### config.mk
export PLATFORM = sky130hd
export DESIGN_NAME = rss_ctrl
export DESIGN_NICKNAME = d
export VERILOG_FILES = /design/src/design/rss_pkg.sv /design/src/design/rss_ctrl.sv /design/src/design/rss_ramp_gen.sv
export SDC_FILE = /design/constraint.sdc
export NUM_CORES = 1
export LEC_CHECK = 0
export BUFFER_PORTS_ARGS = -buffer_cell sky130_fd_sc_hd__buf_2
export CAP_MARGIN = 20
export CORE_ASPECT_RATIO = 0.8
export CORE_MARGIN = 2
export CORE_UTILIZATION = 50
export DETAILED_ROUTE_END_ITERATION = 7
export PLACE_DENSITY = 0.71
export SLEW_MARGIN = 40
export SYNTH_ARGS = -nofsm -noshare
export SYNTH_HDL_FRONTEND = slang
export SYNTH_SLANG_ARGS = --single-unit
### constraint.sdc
create_clock -name mclk_i -period 6.7 [get_ports mclk_i]
set_input_delay 0.67 -clock mclk_i [delete_from_list [all_inputs] [get_ports mclk_i]]
set_output_delay 0.67 -clock mclk_i [all_outputs]
set_load 0.02 [all_outputs]
### src/design/rss_pkg.sv
// package: register map, field layout and timing constants for the ramp spread controller
package rss_pkg;

    // register addresses
    localparam logic [7:0] ADDR_MODE_CTRL   = 8'h6b;
    localparam logic [7:0] ADDR_PROFILE_SEL = 8'h6c;
    localparam logic [7:0] ADDR_DIVISOR     = 8'h6d;
    localparam logic [7:0] ADDR_STEPS       = 8'h6e;
    localparam logic [7:0] ADDR_AMP_BOUND   = 8'h6f;
    localparam logic [7:0] ADDR_STATUS      = 8'h60;

    // reset values
    localparam logic [7:0] RST_MODE_CTRL   = 8'h00;
    localparam logic [7:0] RST_PROFILE_SEL = 8'h00;
    localparam logic [7:0] RST_DIVISOR     = 8'ha0;
    localparam logic [7:0] RST_STEPS       = 8'h11;
    localparam logic [7:0] RST_AMP_BOUND   = 8'h24;

    // field positions
    localparam int BIT_TRI_EN     = 0;
    localparam int BIT_RDM_EN     = 1;
    localparam int BIT_MANUAL     = 4;
    localparam int BIT_PRE_DIV    = 5;
    localparam int TRI_CTRL_LSB   = 0;
    localparam int DITHER_LSB     = 4;
    localparam int RISE_LSB       = 0;
    localparam int FALL_LSB       = 4;
    localparam int BOUND_LSB      = 0;
    localparam int AMP_LSB        = 5;

    // nominal ramp rate numerator in hz
    localparam int RAMP_NUM_HZ = 61440000;

    // lfsr seed for random spreading
    localparam logic [15:0] LFSR_SEED = 16'hace1;

    // decoded configuration carried to the ramp generator
    typedef struct packed {
        logic       manual;
        logic       pre_div;
        logic       tri_en;
        logic       rdm_en;
        logic [3:0] tri_ctrl;
        logic [2:0] dither;
        logic [7:0] divisor;
        logic [3:0] rise_step;
        logic [3:0] fall_step;
        logic [4:0] bound;
        logic [1:0] amp;
    } rss_cfg_t;

    // register bus request
    typedef struct packed {
        logic       wr;
        logic       rd;
        logic [7:0] addr;
        logic [7:0] wdata;
    } rss_bus_t;

endpackage

### src/design/rss_ctrl.sv
// ramp spread-spectrum control: register file and ramp generator hookup
// Operation
// - register 0x6b bit 4 puts the spread controller into manual mode, default 0
// - manual mode with bit 5 set clocks the controller at half rate
// - bit 0 enables triangle, bit 1 random; 4-bit triangle control field, default 0
// - manual ramp rate is 61440000 over the 8-bit divisor, default 0xa0
// - manual triangle fall step from bits 7-4 of step register, default 1
// - manual triangle rise step from bits 3-0 of step register, default 1
// - manual ramp amplitude from bits 6-5 of 0x6f, default 01
// - manual triangle period bound from bits 4-0 of 0x6f, default 00100
`timescale 1ns/1ps
`default_nettype none

module rss_ctrl #(
    parameter int OFS_W = 8
) (
    // clock and reset
    input  wire logic             mclk_i,
    input  wire logic             rst_i,
    // register port
    input  wire logic [7:0]       addr_i,
    input  wire logic [7:0]       wdata_i,
    input  wire logic             wr_i,
    input  wire logic             rd_i,
    output logic      [7:0]       rdata_o,
    // ramp control outputs
    output logic                  ramp_tick_o,
    output logic [OFS_W-1:0]      spread_ofs_o,
    output logic [7:0]            ramp_divisor_o,
    output logic [1:0]            ramp_amp_o,
    output logic                  manual_o
);

    ////////////////////////////////////////////////////////////////////////////////
    // register file

    rss_pkg::rss_bus_t bus;
    assign bus = '{wr: wr_i, rd: rd_i, addr: addr_i, wdata: wdata_i};

    logic [7:0] mode_reg;
    logic [7:0] prof_reg;
    logic [7:0] div_reg;
    logic [7:0] step_reg;
    logic [7:0] ampb_reg;
    logic [7:0] rdata_reg;
    logic       half_reg;
    logic       tri_dir;

    wire wr_mode = bus.wr && bus.addr == rss_pkg::ADDR_MODE_CTRL;
    wire wr_prof = bus.wr && bus.addr == rss_pkg::ADDR_PROFILE_SEL;
    wire wr_div  = bus.wr && bus.addr == rss_pkg::ADDR_DIVISOR;
    wire wr_step = bus.wr && bus.addr == rss_pkg::ADDR_STEPS;
    wire wr_ampb = bus.wr && bus.addr == rss_pkg::ADDR_AMP_BOUND;

    always_ff @(posedge mclk_i)
    begin
        if (rst_i)
        begin
            mode_reg <= rss_pkg::RST_MODE_CTRL;
            prof_reg <= rss_pkg::RST_PROFILE_SEL;
            div_reg  <= rss_pkg::RST_DIVISOR;
            step_reg <= rss_pkg::RST_STEPS;
            ampb_reg <= rss_pkg::RST_AMP_BOUND;
        end
        else
        begin
            if (wr_mode) mode_reg <= bus.wdata;
            if (wr_prof) prof_reg <= bus.wdata;
            if (wr_div)  div_reg  <= bus.wdata;
            if (wr_step) step_reg <= bus.wdata;
            if (wr_ampb) ampb_reg <= bus.wdata;
        end
    end

    ////////////////////////////////////////////////////////////////////////////////
    // configuration decode

    rss_pkg::rss_cfg_t cfg;
    assign cfg.manual    = mode_reg[rss_pkg::BIT_MANUAL];
    assign cfg.pre_div   = mode_reg[rss_pkg::BIT_PRE_DIV];
    assign cfg.tri_en    = mode_reg[rss_pkg::BIT_TRI_EN];
    assign cfg.rdm_en    = mode_reg[rss_pkg::BIT_RDM_EN];
    assign cfg.tri_ctrl  = prof_reg[rss_pkg::TRI_CTRL_LSB +: 4];
    assign cfg.dither    = prof_reg[rss_pkg::DITHER_LSB +: 3];
    assign cfg.divisor   = div_reg;
    assign cfg.fall_step = step_reg[rss_pkg::FALL_LSB +: 4];
    assign cfg.rise_step = step_reg[rss_pkg::RISE_LSB +: 4];
    assign cfg.amp       = ampb_reg[rss_pkg::AMP_LSB +: 2];
    assign cfg.bound     = ampb_reg[rss_pkg::BOUND_LSB +: 5];

    ////////////////////////////////////////////////////////////////////////////////
    // source clock enable: full rate, or half rate in manual pre-divide

    wire use_half = cfg.manual && cfg.pre_div;
    wire src_en   = use_half ? half_reg : 1'b1;

    always_ff @(posedge mclk_i)
    begin
        if (rst_i)
            half_reg <= 1'b0;
        else
            half_reg <= use_half ? ~half_reg : 1'b0;
    end

    ////////////////////////////////////////////////////////////////////////////////
    // read path

    wire [7:0] status_val = {5'h00, spread_ofs_o != '0, cfg.manual, tri_dir};
    wire [7:0] rd_mux =
        (bus.addr == rss_pkg::ADDR_MODE_CTRL)   ? mode_reg :
        (bus.addr == rss_pkg::ADDR_PROFILE_SEL) ? prof_reg :
        (bus.addr == rss_pkg::ADDR_DIVISOR)     ? div_reg  :
        (bus.addr == rss_pkg::ADDR_STEPS)       ? step_reg :
        (bus.addr == rss_pkg::ADDR_AMP_BOUND)   ? ampb_reg :
        (bus.addr == rss_pkg::ADDR_STATUS)      ? status_val : 8'h00;

    always_ff @(posedge mclk_i)
    begin
        if (rst_i)
            rdata_reg <= 8'h00;
        else
            rdata_reg <= bus.rd ? rd_mux : 8'h00;
    end

    assign rdata_o = rdata_reg;

    ////////////////////////////////////////////////////////////////////////////////
    // ramp generator

    rss_ramp_gen #(
        .OFS_W (OFS_W)
    ) u_gen (
        .mclk_i       (mclk_i),
        .rst_i        (rst_i),
        .cfg_i        (cfg),
        .src_en_i     (src_en),
        .ramp_tick_o  (ramp_tick_o),
        .spread_ofs_o (spread_ofs_o),
        .tri_dir_o    (tri_dir)
    );

    // manual divisor and amplitude only drive the ramp in manual mode
    assign ramp_divisor_o = cfg.manual ? cfg.divisor : rss_pkg::RST_DIVISOR;
    assign ramp_amp_o     = cfg.manual ? cfg.amp : 2'b01;
    assign manual_o       = cfg.manual;

    ////////////////////////////////////////////////////////////////////////////////
    // assertions

    a_manual_follow: assert property (@(posedge mclk_i) disable iff (rst_i)
        wr_mode |=> manual_o == $past(wdata_i[4]))
        else $error("manual flag does not follow write");

    a_half_rate: assert property (@(posedge mclk_i) disable iff (rst_i)
        use_half && src_en |=> !src_en || !use_half)
        else $error("half rate enable repeated");

    a_off_no_spread: assert property (@(posedge mclk_i) disable iff (rst_i)
        !cfg.tri_en && !cfg.rdm_en |=> spread_ofs_o == '0)
        else $error("offset without spreading enabled");

    a_divisor_out: assert property (@(posedge mclk_i) disable iff (rst_i)
        !manual_o |-> ramp_divisor_o == 8'ha0)
        else $error("divisor not default outside manual");

    a_step_store: assert property (@(posedge mclk_i) disable iff (rst_i)
        wr_step |=> step_reg == $past(wdata_i))
        else $error("step register not written");

    a_amp_out: assert property (@(posedge mclk_i) disable iff (rst_i)
        manual_o |-> ramp_amp_o == ampb_reg[6:5])
        else $error("amplitude not from register");

    a_bound_store: assert property (@(posedge mclk_i) disable iff (rst_i)
        wr_ampb |=> cfg.bound == $past(wdata_i[4:0]))
        else $error("bound not stored");

    a_read_back: assert property (@(posedge mclk_i) disable iff (rst_i)
        rd_i && addr_i == 8'h6b |=> rdata_o == mode_reg)
        else $error("mode readback wrong");

    a_idle_read: assert property (@(posedge mclk_i) disable iff (rst_i)
        !rd_i |=> rdata_o == 8'h00)
        else $error("read data outside read cycle");

    c_triangle: cover property (@(posedge mclk_i) cfg.tri_en && tri_dir);
    c_random:   cover property (@(posedge mclk_i) cfg.rdm_en && cfg.dither != 3'h0 && ramp_tick_o);
    c_half:     cover property (@(posedge mclk_i) use_half && ramp_tick_o);

endmodule

`default_nettype wire

### src/design/rss_ramp_gen.sv
// ramp tick generator with triangle and random period spreading
`timescale 1ns/1ps
`default_nettype none

module rss_ramp_gen #(
    parameter int OFS_W = 8
) (
    // clock and reset
    input  wire logic            mclk_i,
    input  wire logic            rst_i,
    // configuration and source enable
    input  wire rss_pkg::rss_cfg_t cfg_i,
    input  wire logic            src_en_i,
    // ramp outputs
    output logic                 ramp_tick_o,
    output logic [OFS_W-1:0]     spread_ofs_o,
    output logic                 tri_dir_o
);

    // the period adder reads eight offset bits
    if (OFS_W < 8)
    begin : g_ofs_w_check
        $error("OFS_W too small");
    end

    logic [8:0]       cnt_reg;
    logic [OFS_W-1:0] ofs_reg;
    logic             dir_reg;
    logic [15:0]      lfsr_reg;
    logic [3:0]       tri_div_reg;
    logic             tick_reg;

    wire [7:0]       div_eff   = cfg_i.manual ? cfg_i.divisor : rss_pkg::RST_DIVISOR;
    wire [8:0]       period    = {1'b0, div_eff} + {1'b0, ofs_reg[7:0]};
    wire             cnt_done  = src_en_i && (cnt_reg + 9'h001 >= period);
    wire [OFS_W-1:0] bound_ext = OFS_W'(cfg_i.manual ? cfg_i.bound : 5'(cfg_i.tri_ctrl));
    wire [3:0]       up_step   = cfg_i.manual ? cfg_i.rise_step : 4'h1;
    wire [3:0]       dn_step   = cfg_i.manual ? cfg_i.fall_step : 4'h1;
    wire             tri_step  = cfg_i.tri_en && cnt_done &&
                                 (cfg_i.manual || tri_div_reg == cfg_i.tri_ctrl);
    wire [OFS_W-1:0] ofs_up    = ofs_reg + OFS_W'(up_step);
    wire [OFS_W-1:0] ofs_dn    = (ofs_reg > OFS_W'(dn_step)) ? ofs_reg - OFS_W'(dn_step) : '0;
    wire             lfsr_fb   = lfsr_reg[15] ^ lfsr_reg[13] ^ lfsr_reg[12] ^ lfsr_reg[10];
    wire [OFS_W-1:0] rdm_ofs   = OFS_W'(lfsr_reg[4:0] & bound_ext[4:0])
                                 + OFS_W'(lfsr_reg[12:10] & cfg_i.dither);
    wire [OFS_W-1:0] ofs_next  = cfg_i.tri_en ? (tri_step ? (dir_reg ? ofs_dn : ofs_up) : ofs_reg)
                               : cfg_i.rdm_en ? (cnt_done ? rdm_ofs : ofs_reg)
                               : '0;
    wire             dir_next  = !cfg_i.tri_en ? 1'b0
                               : !tri_step ? dir_reg
                               : (!dir_reg && ofs_up >= bound_ext) ? 1'b1
                               : (dir_reg && ofs_dn == '0) ? 1'b0 : dir_reg;

    always_ff @(posedge mclk_i)
    begin
        if (rst_i)
        begin
            cnt_reg     <= 9'h000;
            ofs_reg     <= '0;
            dir_reg     <= 1'b0;
            lfsr_reg    <= rss_pkg::LFSR_SEED;
            tri_div_reg <= 4'h0;
            tick_reg    <= 1'b0;
        end
        else
        begin
            tick_reg <= cnt_done;
            if (src_en_i)
                cnt_reg <= cnt_done ? 9'h000 : cnt_reg + 9'h001;
            if (cnt_done)
            begin
                lfsr_reg    <= {lfsr_reg[14:0], lfsr_fb};
                tri_div_reg <= (tri_div_reg == cfg_i.tri_ctrl) ? 4'h0 : tri_div_reg + 4'h1;
            end
            ofs_reg <= ofs_next;
            dir_reg <= dir_next;
        end
    end

    assign ramp_tick_o  = tick_reg;
    assign spread_ofs_o = ofs_reg;
    assign tri_dir_o    = dir_reg;

endmodule

`default_nettype wire

# == After elaboration in Yosys (flattened, before gate mapping) ==
# Index checks and enable logic that the tools add are counted.
# totals
output_inout_bits,28
input_bits,20
regBits,88
# classes
n_reduce_logical,21
eq_ne,9
add_sub_neg,6
muxes,22
order_cmp,3
bitwise_logic,9
# ops
cell,count
two-way mux 8 bit,12
== test 8 x 7 -> 1 bit (second input constant),6
two-way mux 4 bit,3
logical AND 1 bit,11
adder 8 x 8 -> 9 bit,1
adder 9 x 1 -> 9 bit (second input constant),1
greater-or-equal comparator 9 bit,1
two-way mux 9 bit,1
adder 8 x 4 -> 8 bit,1
adder 8 bit,1
greater-or-equal comparator 8 bit,1
greater-than comparator 8 x 4 -> 1 bit,1
logical NOT 8 bit,1
nonzero test 8 bit,1
subtractor 8 x 4 -> 8 bit,1
OR reduction 2 bit,3
bitwise AND 5 bit,1
two-way mux 5 bit,1
adder 4 x 1 -> 4 bit (second input constant),1
== test 4 bit,1
NOT 1 bit,4
AND reduction 2 bit,2
bitwise AND 3 bit,1
two-way mux 1 bit,3
other kinds (8),10

# == Longest topological paths before layout ==
# Gate-level depths: netlist of the first run.
# depth
ltp_word,8
ltp_mapped,20
ltp_nobuf,17

# == Modules after synthesis ==
# Synthesis of the first run repeated with hierarchy kept, for this count alone.
# unflattened
cells_unflattened,643
area_unflattened_um2,5599.1
# by_module_without_submodules
mod,area_each_um2,n_inst,cells_each
rss_ramp_gen,3310.7,1,412
rss_ctrl,2288.4,1,231

# == Worst setup path after synthesis of the first run ==
# OpenSTA, ideal clock, no wires.
# synth_path
path_type,reg-to-reg
from,reg mode_reg[4]
to,"reg u_gen.ofs_reg[7], in the netlist u_gen.spread_ofs_o[7]"
path_stages_with_launch,19
setup_time_ns,0.096
required_ns,6.604
t_arrival_ns,4.016
path_slack_ns,2.588
path_cell_list,dfxtp_1 > buf_2 > clkbuf_1 > nand2_1 > inv_1 > ha_1 > a21o_1 > a21oi_1 > nor2b_1 > o21a_1 > o41a_1 > xnor2_1 > ha_1 > nand4_1 > nor2_1 > a21oi_1 > a311oi_2 > nor2_1 > o41ai_2
# synth_between
elab_chain_cells,8
elab_cells_between_ends,26
classes_between,add/sub: 4; order compare: 2; eq/ne: 2; mux: 11; bitwise: 1; reduce/logical: 6
# synth_lines
item,line_no,source
"start, declared",rss_ctrl.sv:40,logic [7:0] mode_reg;
"start signal, assigned",rss_ctrl.sv:59,mode_reg <= rss_pkg::RST_MODE_CTRL;
"start signal, assigned",rss_ctrl.sv:67,if (wr_mode) mode_reg <= bus.wdata;
two-way mux 8 bit (*),-,
net ramp_divisor_o[1],rss_ctrl.sv:29,"output logic [7:0] ramp_divisor_o,"
adder 8 x 8 -> 9 bit (*),rss_ramp_gen.sv:34,"wire [8:0] period = {1'b0, div_eff} + {1'b0, ofs_reg[7:0]};"
greater-or-equal comparator 9 bit (*),rss_ramp_gen.sv:35,wire cnt_done = src_en_i && (cnt_reg + 9'h001 >= period);
logical AND 1 bit (*),rss_ramp_gen.sv:35,
logical AND 1 bit (2 in a row),rss_ramp_gen.sv:39,wire tri_step = cfg_i.tri_en && cnt_done &&
!= test 2 x 1 -> 1 bit (no source line),-,
AND reduction 2 bit (no source line) (*),-,
"end signal, assigned",rss_ramp_gen.sv:75,ofs_reg <= ofs_next;
"end, declared",rss_ramp_gen.sv:27,logic [OFS_W-1:0] ofs_reg;
# Mark *: on every way through the listed nets, which the timed path passes. The rest lies on a longest branch. The select of a mux whose other input is x is not followed.
# A chain may end at the register's enable or synchronous reset.

# == Final worst setup path of the first run ==
# layout_path
from,"reg u_gen.ofs_reg[1], in the netlist u_gen.spread_ofs_o[1]"
to,"reg u_gen.ofs_reg[7], in the netlist u_gen.spread_ofs_o[7]"
# layout_between
elab_chain_cells,7
elab_cells_between_ends,15
classes_between,add/sub: 3; order compare: 2; eq/ne: 2; mux: 4; reduce/logical: 4
# layout_lines
item,line_no
adder 8 x 8 -> 9 bit,rss_ramp_gen.sv:34
greater-or-equal comparator 9 bit,rss_ramp_gen.sv:35
logical AND 1 bit,rss_ramp_gen.sv:35
logical AND 1 bit (2 in a row),rss_ramp_gen.sv:39
!= test 2 x 1 -> 1 bit (no source line),-
AND reduction 2 bit (no source line),-
# Parallel ways exist; a longest one is shown, timed or not. The select of a mux whose other input is x is not followed.

==> metrics.csv, run 1 <==
metric,value,unit
status,"complete, no violations",
dp_hpwl,10700,microns
clock_latency,0.34,ns
layout_commonest_cell,dfxtp_1,
ys_seq_area_frac,0.330,
seqPwrFrac,0.500,
worstMarginPinSlew,0.812,ns
grt_max_degree,61,
ys_async_sr_fraction,0,
grt_pass1_vias,4559,
synth_xor_area_frac,0.0542,
die_area,11500,sq um
rsz0062_at_grt,no,
power_switching,0.250,mW
tns,0,ns
finalWorstPathRequiredPeriod,3.95,ns
ant_nets,0,
cts_setup_buffers,0,
synth_nets,695,
hp-class,register to register,
largest_register_ff_count,16,
numCtsBuffers,9,
sw_frac_of_total,0.237,
syn_inst,636,
wl,14400,microns
period_share,0.589,
pin_count,48,
crit_fanout,9,
internal-power,0.804,mW
start_util,0.517,
via_per_inst,5.93,
synth-warning-count,0,
crit_path_end_kind,register,
synth_area,5340,sq um
grt_usage,0.260,
grt_pass1_wl,23400,microns
antenna_found_initial,0,
synthMuxAreaShare,0.0823,
maxSlewViolCount,0,
synth_top_family_by_area,simple AND/OR/NAND/NOR gates,
hold_viol_final,0,
nFillCells,935,
cts_tree,built,
finalClockSkew,0.00754,ns
synth_compound_area_frac,0.176,
gp_congestion,0.931,
gr-total-overflow,0,
p_clk_frac,0.455,
cts_sinks,88,
final_cell_mix,"dfxtp_1 (88), nor2_1 (80), nand2_1 (59)",
dpl_cell_area,5660,sq um
powerDensity,178,nW/um^2
max_slew_margin,0.457,
yosysUniqueCellTypes,67,
clockBufferDepth,2,
worstSetupPathType,register to register,
die_w,120,microns
share_comb_of_total_power,0.044,
fmax,253,MHz
cts_hold_buf,0,
drive_gt1_frac,0.131,
synth_fa_ha_area_frac,0.0971,
power_leakage,2.51,nW
synth_ff_type,dfxtp_1,
rows,33,
htreeDepth,3,
first_pass_iters,5,
required,6.95,ns
vias,4825,
drc,0,
ys_seq_elements,88,
synth_edf_count,0,
synth-simple-area-share,0.226,
die_h,96.4,microns
port_buffers,47,
cts.repair.resized,0,
cp_data_arrival_time,4.19,ns
critical_path.startpoint_type,register,
drv_cap,0,
syn_to_final_growth,11.3,%
peakVddDrop,120,uV
setup_viol,0,
cts_root_buffer,clkbuf_16,
wl_per_cell,17.8,microns
synth_area_per_cell,8.39,sq um
core-area,10300,sq um
layout.nets,727,
diodes,0,
drtIter0Drc,470,
clk_pin_slew,0.07,ns
design_area,5940,sq um
final timing paths:
check             slack [ns]                     to  cells after the start             startpoint
setup / recovery        2.75  u_gen.spread_ofs_o[7]                     14  u_gen.spread_ofs_o[1]
hold / removal          0.46            prof_reg[7]                      2            prof_reg[7]
setup reg to reg        2.75  u_gen.spread_ofs_o[7]                     14  u_gen.spread_ofs_o[1]
hold reg to reg         0.46            prof_reg[7]                      2            prof_reg[7]
layout make-up:
cell class	count	area, sq um	share of cell area
clock buffers	11	243	0.0409
inverters	16	60.1	0.0101
flip-flops and latches	88	1760	0.297
multi-input cells	503	3400	0.573
repair buffers	50	258	0.0434
clock inverters	5	38.8	0.00653
well taps	140	175	0.0295
power groups by stage:
stage	Combinational, mW	Sequential [mW]	Clock, mW
floorplan	0.0273	0.539	0
global placement	0.0445	0.539	0
detailed placement	0.0457	0.539	0
CTS	0.0459	0.527	0.487
global route	0.0513	0.528	0.507
finish	0.0468	0.528	0.480
cells by family (layout without fill, tap and decap cells):
family	Yosys count	after routing
muxes	43	43
xor gates and xnor gates	33	33
and+or+nand+nor	248	248
adders and majority gates	39	39
AOI/OAI and AO/OA	140	140
DFF	88	88
buffers and inverters	45	82
cells in the mapped netlist, drive strengths merged (3+ instances only):
cell type | count | area, sq um
clkbuf | 21 | 78.8
nand2 | 59 | 221
and2 | 15 | 93.8
or4 | 3 | 27.5
a32o | 5 | 50.1
o21a | 3 | 22.5
nand3 | 32 | 160
o21ai | 27 | 135
a22oi | 6 | 45.0
a311oi | 4 | 41.3
nor3 | 11 | 60.1
buf | 8 | 45.0
mux2i | 36 | 360
a21oi | 48 | 240
o31ai | 3 | 22.5
inv | 16 | 60.1
a211oi | 6 | 62.6
nor2 | 81 | 307
nand4 | 7 | 43.8
a221oi | 5 | 43.8
nand3b | 3 | 22.5
ha | 35 | 438
xnor2 | 22 | 193
nor2b | 9 | 56.3
xor2 | 11 | 96.3
dfxtp | 88 | 1760
fa | 4 | 80.1
a21o | 9 | 67.6
mux2 | 7 | 78.8
and3 | 3 | 18.8
nand2b | 15 | 93.8
stage by stage:
step	setup WS, ns	cells	hold WS, ns	utilization	total power, mW
detailed placement	2.80	797	0.451	0.548	0.585
finish	2.75	813	0.465	0.575	1.05
global placement	2.83	797	0.447	0.547	0.584
CTS	2.78	813	0.462	0.575	1.06
global route	2.41	813	0.473	0.575	1.09
floorplan	2.59	636	0.436	-	0.566
metal layers:
| layer | routed length, microns | GRT usage | vias to the layer above |
|---|---|---|---|
| li1 | - | - | 2333 |
| met1 | 6540 | 0.356 | 2295 |
| met2 | 6620 | 0.418 | 172 |
| met3 | 1010 | 0.0511 | 25 |
| met4 | 270 | 0.0804 | 0 |
| met5 | 0 | 0 | - |
critical path, cell delays in order, from the launching register on:
cell	delay (ns)
dfxtp_1	0.59
ha_1	0.32
a21o_1	0.17
a21oi_1	0.22
nor2b_1	0.08
o21a_1	0.19
o41a_1	0.33
xnor2_1	0.14
ha_1	0.30
nand4_1	0.10
nor2_1	0.15
a21oi_1	0.22
a311oi_2	0.62
nor2_1	0.12
o41ai_2	0.28
No activity file was read; power rests on OpenSTA's default activity.
==> run 2, diff against run 1 <==
==> constraint.sdc (replaced) <==
create_clock -name mclk_i -period 3.9 [get_ports mclk_i]
set_input_delay 0.39 -clock mclk_i [delete_from_list [all_inputs] [get_ports mclk_i]]
set_output_delay 0.39 -clock mclk_i [all_outputs]
set_load 0.02 [all_outputs]
==> run 2 against run 1 <==
- non-clock buffer count is 8 higher
- design area is 2.7% higher
- sequential share of layout area is 0.75 points lower
- critical path depth is 3 higher
- worst setup slack worse by 2.4 ns
- clock-buffer cell count is 1 higher
- clock power is 95% higher
- routed wire length is 1.5% higher
- die area stayed put
- combinational power is 77% higher
- via count is 0.41% higher
- worst hold slack worse by 0.095 ns
==> metrics.csv, run 2 (synthesis gave the netlist of run 1 again) <==
metric,value,unit,change
cts_sinks,88,,unchanged
htreeDepth,3,,unchanged
grt_pass1_wl,23200,microns,was 23400 microns
place_ws,0.144,ns,was 2.80 ns
rsz0062_at_grt,no,,unchanged
crit_path_end_kind,register,,unchanged
drc,0,,unchanged
antenna_found_initial,0,,unchanged
maxSlewViolCount,0,,unchanged
rows,33,,unchanged
cts_hold_buf,0,,unchanged
peakVddDrop,209,uV,was 120 uV
r2r-start,mode_reg[4],,was u_gen.spread_ofs_o[1]
period_share,0.919,,was 0.589
nFillCells,963,,was 935
powerDensity,315,nW/um^2,was 178 nW/um^2
hp-class,input port to register,,was register to register
critical_path.startpoint_type,register,,unchanged
cp_data_arrival_time,3.83,ns,was 4.19 ns
grt_max_degree,60,,was 61
crit_end,u_gen.spread_ofs_o[7],,unchanged
via_per_inst,5.89,,was 5.93
max_slew_margin,0.546,,was 0.457
first_pass_iters,5,,unchanged
gr-total-overflow,0,,unchanged
die_h,96.4,microns,unchanged
dpl_cell_area,5720,sq um,was 5660 sq um
wl,14700,microns,was 14400 microns
gp_congestion,0.881,,was 0.931
worst_r2r_path_depth,17,,was 14
cts_root_buffer,clkbuf_16,,unchanged
wl_per_cell,17.8,microns,about the same
largest_register_ff_count,16,,unchanged
final_cell_mix,"dfxtp_1 (87), nor2_1 (77), nand2_1 (59)",,"was dfxtp_1 (88), nor2_1 (80), nand2_1 (59)"
setup_viol,0,,unchanged
worstSetupPathType,register to register,,unchanged
finalClockSkew,0.0103,ns,was 0.00754 ns
pin_count,48,,unchanged
hold_viol_final,0,,unchanged
layout_commonest_cell,dfxtp_1,,unchanged
port_buffers,47,,unchanged
power_leakage,2.58,nW,was 2.51 nW
grt_pass1_vias,4583,,was 4559
worstSetupStartpoint,mode_reg[4],,was u_gen.spread_ofs_o[1]
p_total,1.92,mW,was 1.05 mW
required,4.15,ns,was 6.95 ns
worstMarginPinSlew,0.675,ns,was 0.812 ns
crit_fanout,11,,was 9
drtIter0Drc,460,,was 470
vias,4845,,was 4825
syn_to_final_growth,14.3,%,was 11.3%
cts_tree,built,,unchanged
clockBufferDepth,2,,unchanged
diodes,0,,unchanged
reg2reg_setup_slack,0.31,ns,was 2.75 ns
numCtsBuffers,9,,unchanged
r2r_end,u_gen.spread_ofs_o[7],,unchanged
clock_latency,0.34,ns,about the same
core-area,10300,sq um,unchanged
finalWorstPathRequiredPeriod,3.59,ns,was 3.95 ns
fin_cells,822,,was 813
clk_pin_slew,0.07,ns,about the same
fmax,279,MHz,was 253 MHz
ant_nets,0,,unchanged
drive_gt1_frac,0.151,,was 0.131
placedCellCount,805,,was 797
tns,0,ns,unchanged
design_area,6100,sq um,was 5940 sq um
layout.nets,736,,was 727
layout_setup_ws,0.314,ns,was 2.75 ns
drv_cap,0,,unchanged
grt_usage,0.260,,about the same
status,"complete, no violations",,unchanged
die_area,11500,sq um,unchanged
start_util,0.517,,unchanged
dp_hpwl,11000,microns,was 10700 microns
die_w,120,microns,unchanged
-- run 2: changes by cell type in the layout (fill, tap and decap cells not counted), moves of 2 or more --
cell,change
nor2_1,-3
a21oi_2,+2
nor2_2,+3
a21oi_1,-3
bufinv_16,+2
buf_4,+7
-- run 2: layout make-up --
type,count,area (sq um),area share
Clock buffer,12,246,0.0404
Inverter,16,60.1,0.00985
Sequential cell,88,1760,0.289
Multi-Input combinational cell,504,3450,0.565
Tap cell,140,175,0.0287
Clock inverter,4,76.3,0.0125
Timing Repair Buffer,58,330,0.0542
-- run 2: worst max-delay path, stage by stage, from the launching register on --
cell and delay (ns):
dfxtp_2 0.40, and2_2 0.18, ha_1 0.16, inv_1 0.05
fa_1 0.39, nor2b_1 0.12, o21ai_0 0.08, nand2b_1 0.12
a21o_1 0.12, a21o_1 0.13, a31oi_1 0.09, ha_1 0.32
nand4_1 0.15, nor2_2 0.21, a21oi_4 0.14, a311oi_4 0.47
nor2_1 0.09, o41ai_2 0.27
-- run 2: worst min-delay path by stage --
stage,start,cells past startpoint,end,slack (ns)
finish,wdata_i[1],3,step_reg[1],0.37
global route,wdata_i[4],3,div_reg[4],0.36
CTS,wdata_i[1],3,step_reg[1],0.35
detailed placement,prof_reg[7],2,prof_reg[7],0.46
global placement,mode_reg[2],2,rdata_o[2],0.45
floorplan,mode_reg[2],2,rdata_o[2],0.44
-- run 2: through the flow --
step,util,hold slack [ns]
final,0.591,0.369
after global routing,0.591,0.361
after CTS,0.586,0.351
after detailed placement,0.555,0.461
after global placement,0.555,0.448
after floorplan,-,0.436
-- run 2: what timing repair did --
action,in CTS,in global routing
setup endpoints to repair,0,19
buffers inserted,0,0
gates resized for setup,0,7
-- run 2: per-layer routing --
layer  up-vias  share of wire  track usage  routed length (microns)
li1       2363              -            -                        -
met1      2314           0.46        0.346                     6750
met2       152           0.47        0.437                     6860
met3        16          0.057       0.0475                      838
met4         0          0.014       0.0775                      204
met5         -              0            0                        0
-- run 2: power breakdown --
group          leakage [nW]  switching (mW)  internal [mW]
combinational          1.72          0.0560         0.0267
sequential            0.710         0.00484          0.902
clock                 0.153           0.352          0.582
total                  2.58           0.413           1.51
